File: src/adc_pwr_pkg.sv
// Shared types and constants for the converter power-mode sequencer
`default_nettype none
package adc_pwr_pkg;
  localparam int          RES_W           = 12;
  localparam int          CNT_W           = 6;
  localparam logic [5:0]  GLITCH_EDGES    = 6'h02;
  localparam logic [5:0]  POWER_EDGES     = 6'h0a;
  localparam logic [5:0]  RESULT_EDGES    = 6'h0e;
  localparam logic [5:0]  DUAL_EDGES      = 6'h20;
  localparam logic [3:0]  LEAD_ZEROS      = 4'h2;
  localparam logic [3:0]  DATA_END        = 4'h0d;
  localparam int          CLK_PERIOD_NS   = 100;
  localparam int          WAKE_PARTIAL_NS = 1000;
  localparam int          WAKE_DEEP_NS    = 1500000;
  localparam int          WAKE_PARTIAL_CYC = WAKE_PARTIAL_NS / CLK_PERIOD_NS;
  localparam int          WAKE_DEEP_CYC    = WAKE_DEEP_NS / CLK_PERIOD_NS;
  localparam int          WAKE_W          = 14;
  localparam int          BUF_DEPTH       = 2;

  typedef enum logic [1:0] {
    MODE_NORMAL,
    MODE_PARTIAL,
    MODE_FULL
  } pwr_mode_t;

  typedef struct packed {
    logic [RES_W-1:0] res_first;
    logic [RES_W-1:0] res_second;
  } result_pair_t;

  typedef struct packed {
    logic dout;
    logic oe;
  } serial_pin_t;
endpackage : adc_pwr_pkg
`default_nettype wire

File: src/result_buffer.sv
// Two-entry valid/ready buffer for converter result pairs
`default_nettype none
module result_buffer
  import adc_pwr_pkg::*;
#(
  parameter int WIDTH = 2 * RES_W,
  parameter int DEPTH = BUF_DEPTH
) (
  input  wire logic             clk,
  input  wire logic             rst,
  input  wire logic             in_valid,
  output var  logic             in_ready,
  input  wire logic [WIDTH-1:0] in_data,
  output var  logic             out_valid,
  input  wire logic             out_ready,
  output var  logic [WIDTH-1:0] out_data
);
  localparam int PW = $clog2(DEPTH);

  logic [WIDTH-1:0] mem_r [DEPTH];
  logic [PW-1:0]    wr_ptr_r;
  logic [PW-1:0]    rd_ptr_r;
  logic [PW:0]      level_r;
  logic             push;
  logic             pop;

  assign in_ready  = (level_r != (PW+1)'(DEPTH));
  assign out_valid = (level_r != '0);
  assign out_data  = mem_r[rd_ptr_r];
  assign push      = in_valid && in_ready;
  assign pop       = out_valid && out_ready;

  always_ff @(posedge clk) begin
    if (push) begin
      mem_r[wr_ptr_r] <= in_data;
    end
  end

  always_ff @(posedge clk) begin
    if (rst) begin
      wr_ptr_r <= '0;
      rd_ptr_r <= '0;
      level_r  <= '0;
    end else begin
      if (push) begin
        wr_ptr_r <= (wr_ptr_r == PW'(DEPTH-1)) ? '0 : wr_ptr_r + 1'b1;
      end
      if (pop) begin
        rd_ptr_r <= (rd_ptr_r == PW'(DEPTH-1)) ? '0 : rd_ptr_r + 1'b1;
      end
      if (push && !pop) begin
        level_r <= level_r + 1'b1;
      end else if (pop && !push) begin
        level_r <= level_r - 1'b1;
      end
    end
  end
endmodule : result_buffer
`default_nettype wire

File: src/adc_power_mode_sequencer.sv
// Chip-select driven power-mode sequencer with dual serial data outputs
`default_nettype none
module adc_power_mode_sequencer
  import adc_pwr_pkg::*;
#(
  parameter int DEEP_WAKE_CYCLES = WAKE_DEEP_CYC
) (
  input  wire logic         clk,
  input  wire logic         rst,
  input  wire logic         cs_n_pin,
  input  wire logic         sclk_pin,
  input  wire logic         result_valid,
  output var  logic         result_ready,
  input  wire result_pair_t result_data,
  output var  logic         sample_r,
  output var  serial_pin_t  serial_out_first,
  output var  serial_pin_t  serial_out_second,
  output var  logic         analog_en_r,
  output var  logic         ref_en_r,
  output var  logic         power_ready_r,
  output var  pwr_mode_t    mode_r
);
  localparam logic [WAKE_W-1:0] WAKE_P = WAKE_W'(WAKE_PARTIAL_CYC);
  localparam logic [WAKE_W-1:0] WAKE_D = WAKE_W'(DEEP_WAKE_CYCLES);

  logic             cs_s1_r;
  logic             cs_s2_r;
  logic             cs_d_r;
  logic             sclk_s1_r;
  logic             sclk_s2_r;
  logic             sclk_d_r;
  logic             cs_fall;
  logic             cs_rise;
  logic             sclk_fall;
  logic             in_frame_r;
  logic [CNT_W-1:0] count_r;
  logic [CNT_W-1:0] count_nxt;
  logic             edge_take;
  result_pair_t     word_r;
  logic             head_valid;
  result_pair_t     head_data;
  pwr_mode_t        mode_nxt;
  logic [WAKE_W-1:0] wake_cnt_r;

  // Mode chosen at select rise from the edge count seen in the frame
  function automatic pwr_mode_t next_mode(input pwr_mode_t m, input logic [CNT_W-1:0] n);
    pwr_mode_t r;
    r = m;
    if (n >= POWER_EDGES) begin
      r = MODE_NORMAL;
    end else if (n >= GLITCH_EDGES) begin
      r = (m == MODE_NORMAL) ? MODE_PARTIAL : MODE_FULL;
    end
    return r;
  endfunction : next_mode

  // Bit presented after n counted edges; each 16-edge half holds one result
  function automatic logic frame_bit(input logic [CNT_W-1:0] n, input result_pair_t w,
                                     input logic second_line);
    logic [3:0]       k;
    logic [RES_W-1:0] d;
    k = n[3:0];
    d = (n[4] ^ second_line) ? w.res_second : w.res_first;
    if (k < LEAD_ZEROS || k > DATA_END) begin
      return 1'b0;
    end
    return d[DATA_END - k];
  endfunction : frame_bit

  // Pins come from the host's domain, so two flops before any use
  always_ff @(posedge clk) begin
    if (rst) begin
      cs_s1_r   <= 1'b1;
      cs_s2_r   <= 1'b1;
      cs_d_r    <= 1'b1;
      sclk_s1_r <= 1'b0;
      sclk_s2_r <= 1'b0;
      sclk_d_r  <= 1'b0;
    end else begin
      cs_s1_r   <= cs_n_pin;
      cs_s2_r   <= cs_s1_r;
      cs_d_r    <= cs_s2_r;
      sclk_s1_r <= sclk_pin;
      sclk_s2_r <= sclk_s1_r;
      sclk_d_r  <= sclk_s2_r;
    end
  end

  assign cs_fall   = cs_d_r && !cs_s2_r;
  assign cs_rise   = !cs_d_r && cs_s2_r && in_frame_r;
  assign sclk_fall = sclk_d_r && !sclk_s2_r;
  // A clock fall in the select-fall cycle is not a counted edge
  assign edge_take = sclk_fall && in_frame_r && !cs_fall && !cs_rise;
  assign count_nxt = count_r + 1'b1;
  assign mode_nxt  = next_mode(mode_r, count_r);

  result_buffer #(
    .WIDTH ($bits(result_pair_t)),
    .DEPTH (BUF_DEPTH)
  ) u_buf (
    .clk       (clk),
    .rst       (rst),
    .in_valid  (result_valid),
    .in_ready  (result_ready),
    .in_data   (result_data),
    .out_valid (head_valid),
    .out_ready (cs_fall),
    .out_data  (head_data)
  );

  // Frame tracking and edge count
  always_ff @(posedge clk) begin
    if (rst) begin
      in_frame_r <= 1'b0;
      count_r    <= '0;
    end else if (cs_fall) begin
      in_frame_r <= 1'b1;
      count_r    <= '0;
    end else if (cs_rise) begin
      in_frame_r <= 1'b0;
    end else if (edge_take && count_r != DUAL_EDGES) begin
      count_r    <= count_nxt;
    end
  end

  // Word shifted in this frame; an empty buffer gives zeros
  always_ff @(posedge clk) begin
    if (rst) begin
      word_r <= '0;
    end else if (cs_fall) begin
      word_r <= head_valid ? head_data : '0;
    end
  end

  always_ff @(posedge clk) begin
    if (rst) begin
      sample_r <= 1'b0;
    end else begin
      sample_r <= cs_fall;
    end
  end

  // Serial lines: leading zero at select fall, then one bit per counted edge
  always_ff @(posedge clk) begin
    if (rst) begin
      serial_out_first  <= '0;
      serial_out_second <= '0;
    end else if (cs_fall) begin
      serial_out_first  <= '{dout: 1'b0, oe: 1'b1};
      serial_out_second <= '{dout: 1'b0, oe: 1'b1};
    end else if (cs_rise) begin
      serial_out_first.oe  <= 1'b0;
      serial_out_second.oe <= 1'b0;
    end else if (edge_take && count_r != DUAL_EDGES) begin
      if (count_nxt == DUAL_EDGES) begin
        serial_out_first.oe  <= 1'b0;
        serial_out_second.oe <= 1'b0;
      end
      // Past edge 13 the lines stay driven with zeros, then the other result
      serial_out_first.dout  <= frame_bit(count_nxt, word_r, 1'b0);
      serial_out_second.dout <= frame_bit(count_nxt, word_r, 1'b1);
    end
  end

  // Power-on mode is unknown in silicon; normal is the safe reset choice
  always_ff @(posedge clk) begin
    if (rst) begin
      mode_r <= MODE_NORMAL;
    end else if (cs_rise) begin
      mode_r <= mode_nxt;
    end
  end

  // Power-up starts on select fall and is dropped again at an early rise
  always_ff @(posedge clk) begin
    if (rst) begin
      analog_en_r <= 1'b1;
      ref_en_r    <= 1'b1;
    end else begin
      analog_en_r <= (mode_r == MODE_NORMAL) || in_frame_r;
      ref_en_r    <= (mode_r != MODE_FULL) || in_frame_r;
    end
  end

  // Settling timer; the deep figure is long, so it is a parameter
  always_ff @(posedge clk) begin
    if (rst) begin
      wake_cnt_r <= '0;
    end else if (cs_fall && mode_r != MODE_NORMAL) begin
      wake_cnt_r <= (mode_r == MODE_FULL) ? WAKE_D : WAKE_P;
    end else if (wake_cnt_r != '0) begin
      wake_cnt_r <= wake_cnt_r - 1'b1;
    end
  end

  always_ff @(posedge clk) begin
    if (rst) begin
      power_ready_r <= 1'b1;
    end else begin
      power_ready_r <= (mode_r == MODE_NORMAL) && (wake_cnt_r == '0);
    end
  end
endmodule : adc_power_mode_sequencer
`default_nettype wire

File: config.mk
export PLATFORM = sky130hd
export DESIGN_NAME = adc_power_mode_sequencer
export DESIGN_NICKNAME = d
export VERILOG_FILES = /design/src/adc_pwr_pkg.sv /design/src/result_buffer.sv /design/src/adc_power_mode_sequencer.sv
export SDC_FILE = /design/constraint.sdc
export NUM_CORES = 1
export LEC_CHECK = 0
export BUFFER_PORTS_ARGS = -buffer_cell sky130_fd_sc_hd__buf_2
export CORE_UTILIZATION = 50
export DETAILED_ROUTE_END_ITERATION = 8
export GPL_TIMING_DRIVEN = 0
export PLACE_DENSITY_LB_ADDON = 0.15
export SYNTH_ARGS = -nofsm -noshare
export SYNTH_HDL_FRONTEND = slang
export SYNTH_SLANG_ARGS = --single-unit
File: constraint.sdc
create_clock -name clk -period 3.3 [get_ports clk]
set_input_delay 0.495 -clock clk [delete_from_list [all_inputs] [get_ports clk]]
set_output_delay 0.495 -clock clk [all_outputs]
set_load 0.01 [all_outputs]
==> impl_metrics.csv <==
group,metric,value,unit
worst_hold_path,worst_hold_path.endpoint,"u_buf.mem_r[1][17]",
logic_synthesis,synthAdderAreaFrac,0.0150,
detailed_routing,vias,3662,
sta,final_hold_viol_count,0,
pwr,powerDensity,750,mW/mm²
cells_and_area,num_antenna_cells,0,
logic_synthesis,synth-compound-area-share,0.121,
logic_synthesis,async_flop_share,0,
critical_path,reg2regPathDepth,8,
sta,slew_headroom,0.243,
sta,fmax,333,MHz
cells_and_area,drive_gt1_frac,0.194,
detailed_routing,drt-initial-drc-count,135,
placed_design,dpl_cell_area,0.00538,mm²
critical_path,reg2reg_to,"serial_out_first[1]",
critical_path,reg2reg_from,"count_r[0]",
cts,clk_pin_slew,60,ps
pwr,switching_share,0.249,
cts,hold_buffers,0,
cts,cts_setup_buffers,0,
global_routing,grt_pass1_wl,16900,µm
detailed_routing,vias_per_cell,5.47,
cells_and_area,area_growth,21.5,%
sta,worst-slew-pin-transition,1130,ps
cts,cts_num_sinks,113,
logic_synthesis,synth-main-ff-cell,"dfxtp_1",
floorplanning,dieHeight,102,µm
logic_synthesis,syn_inst,465,
floorplanning,core_area,0.00973,mm²
pwr,ir_drop,0.000469,V
logic_synthesis,synthTopCellsByCount,"dfxtp_1, edfxtp_1, nand2_1",
worst_hold_path,min_path_cells,1,
global_routing,antenna_found_initial,0,
critical_path,worstSetupStartpointType,"flop",
detailed_routing,wl_per_cell,15.5,µm
logic_synthesis,syn_area,0.00500,mm²
pwr,pwr-share-clk,0.457,
status,status,"complete, no violations",
pwr,total_power,4.55,mW
detailed_routing,postRouteAntennaNets,0,
worst_hold_path,min_from,"result_data[17]",
floorplanning,fp-row-count,36,
sta,finalCritPeriodShare,0.909,
logic_synthesis,synth_area_leaders,"edfxtp_1, dfxtp_1, mux2i_1, o21ai_0, nand2_1",
cts,cts_buffer_depth,2,
cells_and_area,nFillCells,821,
logic_synthesis,ys_seq_elements,113,
sta,final_max_slew_viol_count,0,
global_routing,track_usage,0.218,
logic_synthesis,yosys.area_share.xor_xnor,0.0401,
global_routing,gr-total-overflow,0,
placed_design,hpwl,7160,µm
pwr,pwr-share-comb,0.156,
detailed_routing,wirelength,10400,µm
cells_and_area,fin_nets,559,
pwr,cellInternalPower,3.42,mW
floorplanning,die-area,0.0104,mm²
logic_synthesis,synth_mux_area_frac,0.0921,
pwr,leakagePower,2.26,nW
placed_design,gp_congestion,0.929,
logic_synthesis,yosys.area_share.simple,0.153,
detailed_routing,drc,0,
critical_path,endpoint_kind,"flop",
cts,clk_latency,520,ps
logic_synthesis,ys_seq_area_frac,0.549,
cts,cts_buffers,17,
critical_path,r2r_slack,300,ps
logic_synthesis,yosys.area.top_type,"edfxtp_1",
flow_run,cap_violations,0,
floorplanning,io_pins,40,
cts,cts_tree,"built",
placed_design,dpl.cell_count,638,
logic_synthesis,synth_top_area_share,0.288,
sta,post-route-min-period,3000,ps
critical_path,cp.arrival,3390,ps
critical_path,path_class,"flop to flop",
sta,rsz0062_at_grt,"no",
sta,worst_clock_skew,4.31,ps
floorplanning,die_w,102,µm
pwr,seqPwrFrac,0.386,
logic_synthesis,synth_edf_count,48,
sta,setup_viol,0,
logic_synthesis,synth_top_family_by_area,"simple AND/OR/NAND/NOR gates",
global_routing,grt_max_degree,25,
logic_synthesis,synth_area_per_cell,10.7,µm²
logic_synthesis,ys_warn_count,0,
logic_synthesis,synth_most_common_cell,"dfxtp_1",
sta,fin_tns_setup,0,ps
logic_synthesis,synth_fp_nets,500,
cts,cts_max_level,4,
placed_design,numPortBuffers,39,
worst_hold_path,hold_class,"input port to flop",
global_routing,first_global_vias,3517,
critical_path,crit_required,3690,ps
cells_and_area,fin_cells,670,
detailed_routing,dr.pass1.iters,4,
critical_path,path_max_fanout,10,
logic_synthesis,synth.distinct_cells,54,
floorplanning,start_util,0.514,
pwr,switchingPower,1.13,mW
cells_and_area,fin_area,0.00607,mm²
cts,cts-root-buf,"clkbuf_8",
## logic make-up after synthesis
family	count (synthesis)
and+or+nand+nor	148
adders and majority gates	6
DFF	113
AOI/OAI and AO/OA	95
buffers and inverters	38
muxes	43
xor gates and xnor gates	22
## placed cells by master, fill, tap and decap left out, types with 4 or more instances in the layout
master     instances
dfxtp_1           65
edfxtp_1          48
buf_2             41
nand2_1           39
mux2i_1           37
o21ai_0           35
nor2_1            33
clkbuf_1          19
a21oi_1           18
clkbuf_16         16
inv_1             12
nor2b_1           12
xnor2_1           12
nor3_1             9
xor2_1             8
or3_1              8
nor4_1             7
a211oi_1           7
bufinv_16          7
or2_2              6
ha_1               6
nand2b_1           5
nand3_1            5
o31ai_1            5
and3_1             4
mux2_2             4
a2111oi_0          4
## repair_timing
item / in CTS / in global routing
hold endpoints to repair: 0 / 0
setup endpoints to repair: 0 / 1
resized for setup: 0 / 7
## cell type report
cell class	count	area [µm²]	share of cell area
Buffer	26	110	0.0181
Clock buffer	17	414	0.0682
Clock inverter	15	263	0.0433
Inverter	12	45.0	0.00742
Multi-Input combinational cell	314	2120	0.349
Sequential cell	113	2740	0.452
Tap cell	133	166	0.0274
Timing Repair Buffer	40	210	0.0346
## worst max path at each step
stage / from / end / slack (ps) / cells past startpoint
floorplan: count_r[1] / serial_out_second[1] / 720 / 10
global placement: count_r[0] / serial_out_second[1] / 230 / 9
detailed placement: count_r[0] / serial_out_second[1] / 150 / 9
CTS: count_r[0] / serial_out_second[1] / 150 / 9
global route: count_r[0] / serial_out_second[1] / 7 / 10
finish: count_r[0] / serial_out_first[1] / 300 / 8
## registers in the layout, indices dropped and copies added (netlist names), 2 cells and up, named ones only
signal            cells
count_r               6
mode_r                2
serial_out_first      2
u_buf.level_r         2
u_buf.mem_r          48
wake_cnt_r           14
word_r               24
## per-stage QoR
step,worst slack [ps],hold slack [ps],utilization
floorplan,724,389,-
global placement,230,409,0.551
detailed placement,152,417,0.553
CTS,150,143,0.622
global route,7.14,140,0.624
finish,299,164,0.624
## per-layer routing
metal  wire [µm]  track usage
met1        4570        0.255
met2        5270        0.372
met3         355       0.0643
met4         182       0.0912
met5           0            0
## power groups by stage
| stage | sequential (mW) | combinational, mW | clock (mW) |
|---|---|---|---|
| floorplan | 1.76 | 0.546 | 0 |
| global placement | 1.78 | 0.667 | 0 |
| detailed placement | 1.78 | 0.701 | 0 |
| CTS | 1.76 | 0.715 | 2.11 |
| global route | 1.78 | 0.789 | 2.18 |
| finish | 1.76 | 0.711 | 2.08 |
## worst max-delay path, cell delays in order, from the launching register on
cell and delay, ps:
dfxtp_1 440, buf_2 280, inv_1 180, ha_1 350, clkbuf_1 390, mux4_2 380, a22o_1 190, a2111oi_0 520
o31ai_1 130
(Power assumes the default switching activity.)
